<file path="src/core/dcrc_params.svh">
`ifndef DCRC_PARAMS_SVH
`define DCRC_PARAMS_SVH
// Avalon register word byte addresses.
`define DCRC_ADDR_CFG_LO 4'h0
`define DCRC_ADDR_CFG_HI 4'h4
`define DCRC_ADDR_STATUS 4'h8
`define DCRC_ADDR_RATIO 4'hC
// Configuration word field positions.
`define DCRC_POS_RATIO_LSB 10
`define DCRC_POS_RANGE_LSB 0
`define DCRC_POS_SYNC 184
`define DCRC_POS_RATE 232
`define DCRC_POS_RSV 234
`define DCRC_CW_WIDTH 256
// Ratio select codes.
`define DCRC_RAT_SYNC_1 5'h01
`define DCRC_RAT_5 5'h05
`define DCRC_RAT_6 5'h06
`define DCRC_RAT_8 5'h08
`define DCRC_RAT_9 5'h09
`define DCRC_RAT_10 5'h0A
`define DCRC_RAT_12 5'h0C
`define DCRC_RAT_13 5'h0D
`define DCRC_RAT_16 5'h10
`define DCRC_RAT_18 5'h12
`define DCRC_RAT_19 5'h13
`define DCRC_RAT_20 5'h14
`define DCRC_RAT_24 5'h18
// Range settings.
`define DCRC_RNG_01 2'h1
`define DCRC_RNG_10 2'h2
`define DCRC_RNG_11 2'h3
`endif

</file>
<file path="src/core/dcrc_pkg.sv">
package dcrc_pkg;
   // Clock source of the DDR PLL.
   typedef enum logic [1:0] {
      DCRC_SRC_ASYNC = 2'h1,
      DCRC_SRC_SYNC = 2'h2
   } dcrc_src_e;
   // Decoder sequencing states.
   typedef enum logic [2:0] {
      DCRC_ST_RESET = 3'h1,
      DCRC_ST_SAMPLE = 3'h2,
      DCRC_ST_RUN = 3'h4
   } dcrc_state_e;
endpackage

</file>
<file path="src/core/dcrc_top.sv">
// Function
// - One shared configuration drives both controllers
// - Async uses reference clock, sync platform
// - Async multiplier from bits 10 to 14
// - Decode the twelve async ratio codes
// - Sync field means ratio to platform
// - Sync supports only code 0_0001
// - Memory bus clock is half rate
//
// The register addresses and the Avalon-MM interface to the registers were left to the implementer.
`include "dcrc_params.svh"
`timescale 1ns/1ps
`default_nettype none
module dcrc_top (
   // Clock and synchronous reset.
   input wire logic mclk_i,
   input wire logic reset_i,
   // Configuration word pins, static but from outside the clock domain.
   input wire logic [255:0] reset_configuration_word_i,
   // Avalon-MM slave.
   input wire logic [3:0] avs_address_i,
   input wire logic avs_read_i,
   input wire logic avs_write_i,
   input wire logic [31:0] avs_writedata_i,
   input wire logic [3:0] avs_byteenable_i,
   output logic [31:0] avs_readdata_o,
   output logic avs_waitrequest_o,
   // Clock selection shared by both memory controllers.
   output logic ddr_src_sync_o,
   output logic [4:0] ddr_multiplier_o,
   output logic [1:0] ddr_pll_range_o,
   output logic mem_bus_half_rate_o,
   output logic config_valid_o,
   output logic config_error_o
);
   // Two-stage synchroniser for the configuration word.
   logic [255:0] cw_meta_reg;
   logic [255:0] cw_sync_reg;
   // Latched fields.
   logic sync_reg, sync_next;
   logic rate_reg, rate_next;
   logic rsv_reg, rsv_next;
   logic [4:0] ratio_reg, ratio_next;
   logic [1:0] range_reg, range_next;
   logic [4:0] mult_reg, mult_next;
   logic err_reg, err_next;
   // Cause bits, high to low: reserved bit, mode mismatch, reserved code, bad pairing.
   logic [3:0] cause_reg, cause_next;
   logic valid_reg, valid_next;
   dcrc_pkg::dcrc_state_e state_reg, state_next;
   // Bus answer registers.
   logic [31:0] rdata_reg, rdata_next;
   logic wait_reg, wait_next;
   logic [1:0] ref_hint_reg, ref_hint_next;
   // Decoder scratch values.
   logic [4:0] dec_mult;
   logic dec_pair_ok;
   logic [4:0] f_ratio;
   logic [1:0] f_range;
   logic f_sync, f_rate, f_rsv;

   // Synchroniser; the first stage is read only by the second.
   always_ff @(posedge mclk_i) begin
      cw_meta_reg <= reset_configuration_word_i;
      cw_sync_reg <= cw_meta_reg;
   end

   // Field extraction from the synchronised word.
   always_comb begin
      f_ratio = cw_sync_reg[`DCRC_POS_RATIO_LSB +: 5];
      f_range = cw_sync_reg[`DCRC_POS_RANGE_LSB +: 2];
      f_sync = cw_sync_reg[`DCRC_POS_SYNC];
      f_rate = cw_sync_reg[`DCRC_POS_RATE];
      f_rsv = cw_sync_reg[`DCRC_POS_RSV];
   end

   // Ratio decode and range pairing check. The reference frequency is
   // unknown to logic, so ratio 8 and 9 accept either legal range; the
   // software hint register is cleared by reset and still reads zero when the word is latched, so it never narrows this.
   always_comb begin
      dec_mult = 5'h00;
      dec_pair_ok = 1'b0;
      if (f_sync) begin
         // Only one-to-one against the platform clock exists.
         if (f_ratio == `DCRC_RAT_SYNC_1) begin
            dec_mult = 5'h01;
            dec_pair_ok = (f_range == `DCRC_RNG_01) || (ref_hint_reg == 2'h1);
         end
      end else begin
         case (f_ratio)
            // The lowest ratio pairs with any range setting.
            `DCRC_RAT_5: begin
               dec_mult = 5'h05;
               dec_pair_ok = 1'b1;
            end
            // Ratio 6 needs range 11; keeping the reference slow enough is the board's duty.
            `DCRC_RAT_6: begin
               dec_mult = 5'h06;
               dec_pair_ok = (f_range == `DCRC_RNG_11);
            end
            `DCRC_RAT_8: begin
               dec_mult = 5'h08;
               // Hint 1 means reference below threshold, 2 at or above.
               if (ref_hint_reg == 2'h1) begin
                  dec_pair_ok = (f_range == `DCRC_RNG_10);
               end else if (ref_hint_reg == 2'h2) begin
                  dec_pair_ok = (f_range == `DCRC_RNG_01);
               end else begin
                  dec_pair_ok = (f_range == `DCRC_RNG_10) || (f_range == `DCRC_RNG_01);
               end
            end
            `DCRC_RAT_9: begin
               dec_mult = 5'h09;
               if (ref_hint_reg == 2'h1) begin
                  dec_pair_ok = (f_range == `DCRC_RNG_10);
               end else if (ref_hint_reg == 2'h2) begin
                  dec_pair_ok = (f_range == `DCRC_RNG_01);
               end else begin
                  dec_pair_ok = (f_range == `DCRC_RNG_10) || (f_range == `DCRC_RNG_01);
               end
            end
            `DCRC_RAT_10: begin
               dec_mult = 5'h0A;
               dec_pair_ok = (f_range == `DCRC_RNG_01);
            end
            // The upper middle ratios all need range 11.
            `DCRC_RAT_12: begin
               dec_mult = 5'h0C;
               dec_pair_ok = (f_range == `DCRC_RNG_11);
            end
            `DCRC_RAT_13: begin
               dec_mult = 5'h0D;
               dec_pair_ok = (f_range == `DCRC_RNG_11);
            end
            `DCRC_RAT_16: begin
               dec_mult = 5'h10;
               dec_pair_ok = (f_range == `DCRC_RNG_11);
            end
            // The high ratios pair with any range setting.
            `DCRC_RAT_18: begin
               dec_mult = 5'h12;
               dec_pair_ok = 1'b1;
            end
            `DCRC_RAT_19: begin
               dec_mult = 5'h13;
               dec_pair_ok = 1'b1;
            end
            `DCRC_RAT_20: begin
               dec_mult = 5'h14;
               dec_pair_ok = 1'b1;
            end
            `DCRC_RAT_24: begin
               dec_mult = 5'h18;
               dec_pair_ok = 1'b1;
            end
            // Reserved codes give no multiplier and fail the pairing as well.
            default: begin
               dec_mult = 5'h00;
               dec_pair_ok = 1'b0;
            end
         endcase
      end
   end

   // Sequencer: wait for the synchroniser to fill, sample once, then hold.
   // Configuration is static, so it is latched only once after reset.
   always_comb begin
      state_next = state_reg;
      sync_next = sync_reg;
      rate_next = rate_reg;
      rsv_next = rsv_reg;
      ratio_next = ratio_reg;
      range_next = range_reg;
      mult_next = mult_reg;
      err_next = err_reg;
      cause_next = cause_reg;
      valid_next = valid_reg;
      case (state_reg)
         // One spare cycle after reset lets the synchronised word settle.
         dcrc_pkg::DCRC_ST_RESET: begin
            state_next = dcrc_pkg::DCRC_ST_SAMPLE;
         end
         // Every field and the verdict are latched in this one cycle.
         dcrc_pkg::DCRC_ST_SAMPLE: begin
            sync_next = f_sync;
            rate_next = f_rate;
            rsv_next = f_rsv;
            ratio_next = f_ratio;
            range_next = f_range;
            mult_next = dec_mult;
            cause_next = {f_rsv, (f_sync != f_rate), (dec_mult == 5'h00), ~dec_pair_ok};
            err_next = f_rsv || (f_sync != f_rate) || (dec_mult == 5'h00) || !dec_pair_ok;
            valid_next = 1'b1;
            state_next = dcrc_pkg::DCRC_ST_RUN;
         end
         // The latched configuration holds until the next reset.
         dcrc_pkg::DCRC_ST_RUN: begin
            state_next = dcrc_pkg::DCRC_ST_RUN;
         end
         // An illegal state code restarts the sequence.
         default: begin
            state_next = dcrc_pkg::DCRC_ST_RESET;
         end
      endcase
   end

   // Sequencer registers.
   always_ff @(posedge mclk_i) begin
      if (reset_i) begin
         state_reg <= dcrc_pkg::DCRC_ST_RESET;
         sync_reg <= 1'b0;
         rate_reg <= 1'b0;
         rsv_reg <= 1'b0;
         ratio_reg <= 5'h00;
         range_reg <= 2'h0;
         mult_reg <= 5'h00;
         err_reg <= 1'b0;
         cause_reg <= 4'h0;
         valid_reg <= 1'b0;
      end else begin
         state_reg <= state_next;
         sync_reg <= sync_next;
         rate_reg <= rate_next;
         rsv_reg <= rsv_next;
         ratio_reg <= ratio_next;
         range_reg <= range_next;
         mult_reg <= mult_next;
         err_reg <= err_next;
         cause_reg <= cause_next;
         valid_reg <= valid_next;
      end
   end

   // Avalon slave: each access answers one cycle after it is presented.
   // Waitrequest is high by default and drops for one cycle per access.
   // The registered waitrequest costs a cycle per access, which is harmless
   // because software reads these words only a few times after boot.
   always_comb begin
      wait_next = 1'b1;
      rdata_next = rdata_reg;
      ref_hint_next = ref_hint_reg;
      if ((avs_read_i || avs_write_i) && wait_reg) begin
         // New request: answer in the next cycle with the read word ready.
         wait_next = 1'b0;
         if (avs_read_i) begin
            if (avs_address_i == `DCRC_ADDR_CFG_LO) begin
               rdata_next = {17'h0, ratio_reg, 8'h00, range_reg};
            end else if (avs_address_i == `DCRC_ADDR_CFG_HI) begin
               rdata_next = {29'h0, rsv_reg, rate_reg, sync_reg};
            end else if (avs_address_i == `DCRC_ADDR_STATUS) begin
               rdata_next = {26'h0, cause_reg, err_reg, valid_reg};
            end else if (avs_address_i == `DCRC_ADDR_RATIO) begin
               rdata_next = {22'h0, ref_hint_reg, 3'h0, mult_reg};
            end else begin
               // Unmapped words read as zero.
               rdata_next = 32'h00000000;
            end
         end
      end else if (avs_write_i && !wait_reg) begin
         // The master still holds the write while it sees waitrequest low,
         // so the write lands at that edge and not at the one that took it.
         if ((avs_address_i == `DCRC_ADDR_RATIO) && avs_byteenable_i[1]) begin
            // Reference-range hint: 1 below the threshold, 2 at or above.
            ref_hint_next = avs_writedata_i[9:8];
         end
      end
      // A request still held in the answer cycle falls to the default high,
      // so one request is never answered twice.
   end

   // Bus registers.
   always_ff @(posedge mclk_i) begin
      if (reset_i) begin
         wait_reg <= 1'b1;
         rdata_reg <= 32'h00000000;
         ref_hint_reg <= 2'h0;
      end else begin
         wait_reg <= wait_next;
         rdata_reg <= rdata_next;
         ref_hint_reg <= ref_hint_next;
      end
   end

   // Outputs straight from flip-flops.
   // Both controllers see one multiplier and one range, so they cannot differ.
   always_comb begin
      avs_readdata_o = rdata_reg;
      avs_waitrequest_o = wait_reg;
      ddr_src_sync_o = sync_reg;
      ddr_multiplier_o = mult_reg;
      ddr_pll_range_o = range_reg;
      mem_bus_half_rate_o = valid_reg;
      config_valid_o = valid_reg;
      config_error_o = err_reg;
   end
endmodule
`default_nettype wire

</file>
<file path="config.mk">
export PLATFORM = sky130hd
export DESIGN_NAME = dcrc_top
export DESIGN_NICKNAME = d
export VERILOG_FILES = /design/src/core/dcrc_pkg.sv /design/src/core/dcrc_top.sv
export VERILOG_INCLUDE_DIRS = /design/src /design/src/core
export SDC_FILE = /design/constraint.sdc
export NUM_CORES = 1
export LEC_CHECK = 0
export CAP_MARGIN = 20
export CORE_AREA = 3 3 134 136
export DETAILED_ROUTE_END_ITERATION = 8
export DIE_AREA = 0 0 137 139
export DONT_BUFFER_PORTS = 1
export GPL_TIMING_DRIVEN = 0
export PLACE_DENSITY = 0.3
export SLEW_MARGIN = 20
export SYNTH_ARGS = -nofsm -noshare
export SYNTH_HDL_FRONTEND = slang
export SYNTH_SLANG_ARGS = --single-unit
export TNS_END_PERCENT = 10
</file>
<file path="constraint.sdc">
create_clock -name mclk_i -period 1.81 [get_ports mclk_i]
set_input_delay 0.181 -clock mclk_i [delete_from_list [all_inputs] [get_ports mclk_i]]
set_output_delay 0.181 -clock mclk_i [all_outputs]
set_load 0.1 [all_outputs]
</file>
==> flow_metrics.tcl <==
set metrics [dict create \
    synth_warnings 0 \
    worst_slew_pin_slew_ps 1063 \
    synth_edf_count 0 \
    ant_nets 0 \
    slew_violations 0 \
    pwr-share-seq 0.433 \
    drt_wl_total_um 7364 \
    start_util 0.1417 \
    p_sw_mw 1.219 \
    synth_top_family_by_area "simple AND/OR/NAND/NOR gates" \
    pwr-share-comb 0.143 \
    synth-simple-area-share 0.1895 \
    gr-total-overflow 0 \
    cp.required_ps 2010 \
    nets 611 \
    wl_met2_um 3220 \
    die_area_mm2 0.01904 \
    path_class "register to register" \
    fillers 1932 \
    fin_crit_sh 0.9725 \
    cts-htree-levels 3 \
    synth_cells 265 \
    rsz0062_at_grt "yes" \
    yosys-top-cells-count "59 x dfxtp_1, 31 x nand2_1, 26 x nor2_1" \
    fmax_ghz 0.5681 \
    largest_reg_flops 13 \
    post-synth-top-area-cell "dfxtp_1" \
    hp-class "input port to register" \
    wl_met3_um 769 \
    synth_seq_cells 59 \
    p_per_area_mw_per_mm2 1161 \
    clk_latency_ps 330 \
    antenna_cells 0 \
    wl_per_cell_um 13.69 \
    drtIter0Drc 107 \
    cts_root_buffer "clkbuf_16" \
    worstHoldStart "avs_read_i" \
    grt_usage 0.08117 \
    port-buffer-count 0 \
    status "completed" \
    path_max_fanout 10 \
    skew_ps 5.929 \
    final_layout_size_suffix_gt1_frac 0.1661 \
    io_pins 344 \
    hpwl_um 5623 \
    met1Wirelength_um 3258 \
    synth_fa_ha_area_frac 0.01554 \
    num_rows 48 \
    cp-startpoint "cw_sync_reg[10]" \
    p_total_mw 3.763 \
    clk_pin_slew_worst_paths_ps 50 \
    drtPass1Iterations 5 \
    yosysTopAreaCellShare 0.4889 \
    grt_pass1_vias 1895 \
    cts_buffers 9 \
    tritoncts "yes" \
    antenna_found_initial 0 \
    crit_path_end_kind "register" \
    placed_area_mm2 0.002769 \
    worstPathArrival_ps 1960 \
    yosysUniqueCellTypes 45 \
    hold_viol 0 \
    synthArstFlopShare 0 \
    p_sw_frac 0.3239 \
    clock-sinks 59 \
    maxUsedRoutingLayer "met4" \
    die_y_um 139 \
    synth_compound_area_frac 0.1574 \
    via_per_inst 3.600 \
    p_int_mw 2.544 \
    syn_area_mm2 0.002416 \
    worstReg2RegStart "cw_sync_reg[10]" \
    slew_headroom 0.2906 \
    synthFlopType "dfxtp_1" \
    finalWeightedCongestion 0.7876 \
    synth_mux_area_frac 0.03470 \
    dr_total_vias 1937 \
    core_area_mm2 0.01706 \
    pwr-share-clk 0.425 \
    fin_area_mm2 0.003242 \
    synth_xor_area_frac 0.01450 \
    fin_crit_ps 1760 \
    grt_pass1_wl_um 11370 \
    cts_buffer_depth 2 \
    final-setup-viol-count 0 \
    synth_area_leaders "dfxtp_1 49%, buf_4 6.2%, a21oi_1 5.0%" \
    post-synth-top-count-cell "dfxtp_1" \
    syn2layout_area_growth_pct 34.18 \
    ys_seq_area_frac 0.4889 \
    drc 0 \
    setup_tns_ps 0 \
    ir_worst_vdd_mv 0.3963 \
    critPathLaunchType "register" \
    die_x_um 137 \
    p_leak_nw 1.202 \
    grt_max_degree 11 \
    postSynthAreaPerCell_um2 9.117 \
    maxCapViolCount 0 \
    postCtsSetupBuffers 0 \
]
[worst max-delay path, cell delays in order (launching register included)]
cell and delay, ps:
dfxtp_1 410, clkbuf_1 380, nor4bb_1 330, o2111a_1 260
nor2_1 70, nand4_1 100, o211ai_1 90
[layout by cell type, fill, tap and decap left out, types with 6 or more instances in the layout]
| cell type | instances |
|---|---|
| nor2_1 | 25 |
| dlygate4sd3_1 | 14 |
| nor3_1 | 6 |
| clkbuf_1 | 15 |
| clkbuf_16 | 9 |
| buf_4 | 20 |
| dfxtp_1 | 51 |
| a21oi_1 | 24 |
| nand2_1 | 30 |
| dfxtp_2 | 7 |
| inv_1 | 6 |
| conb_1 | 19 |
| a22oi_1 | 7 |
[area by class of cell]
class / count / area (µm²) / share of cell area
buffer: 35 / 214.0 / 0.06600
inverter: 6 / 22.52 / 0.006947
tap: 225 / 281.5 / 0.08684
timing repair buffer: 14 / 140.1 / 0.04323
clock inverter: 4 / 25.02 / 0.007719
sequential: 59 / 1194 / 0.3682
multi-input combinational: 183 / 1109 / 0.3420
clock buffer: 12 / 256.5 / 0.07912
[per-stage QoR]
stage	hold slack [ps]	utilization	std cells	setup WS, ps
CTS	5.865	0.1887	538	12.21
floorplan	208.7	-	283	112.6
global placement	208.8	0.1623	508	-312.1
detailed placement	208.8	0.1623	508	-353.4
global route	32.52	0.1901	538	-93.07
finish	25.01	0.1901	538	49.75
[per-layer routing]
metal,up-vias,GRT usage
li1,976,-
met1,880,0.1005
met2,72,0.1206
met3,9,0.04173
met4,0,0.02836
met5,-,0
[logic make-up (layout without fill, tap and decap cells)]
kind of cell,count (synthesis),after routing
xor+xnor,4,4
mux,8,8
other cells,1,19
fa+ha+maj,3,3
flops,59,59
buf+inv,41,71
compound gates,58,58
simple gates,91,91
[final timing paths]
path / cells past startpoint / endpoint / slack [ps]
min reg2reg: 0 / cw_sync_reg[13] / 330
max: 6 / config_error_o / 50
min: 2 / avs_readdata_o[8] / 30
max reg2reg: 6 / config_error_o / 50
[power by group through the flow]
stage	clock (mW)	sequential (mW)	combinational, mW
after floorplan	0	1.61	0.437
after global placement	0	1.65	0.507
after detailed placement	0	1.65	0.504
after CTS	1.66	1.62	0.534
after global routing	1.72	1.64	0.584
final	1.60	1.63	0.536
[repair_timing]
| item | 4_1_cts | 5_1_grt |
|---|---|---|
| pin swaps | 0 | 0 |
| setup endpoints to repair | 9 | 22 |
| gates resized for setup | 9 | 6 |
| hold buffers | 14 | 0 |
| hold endpoints to repair | 13 | 0 |
(Power assumes the default switching activity.)
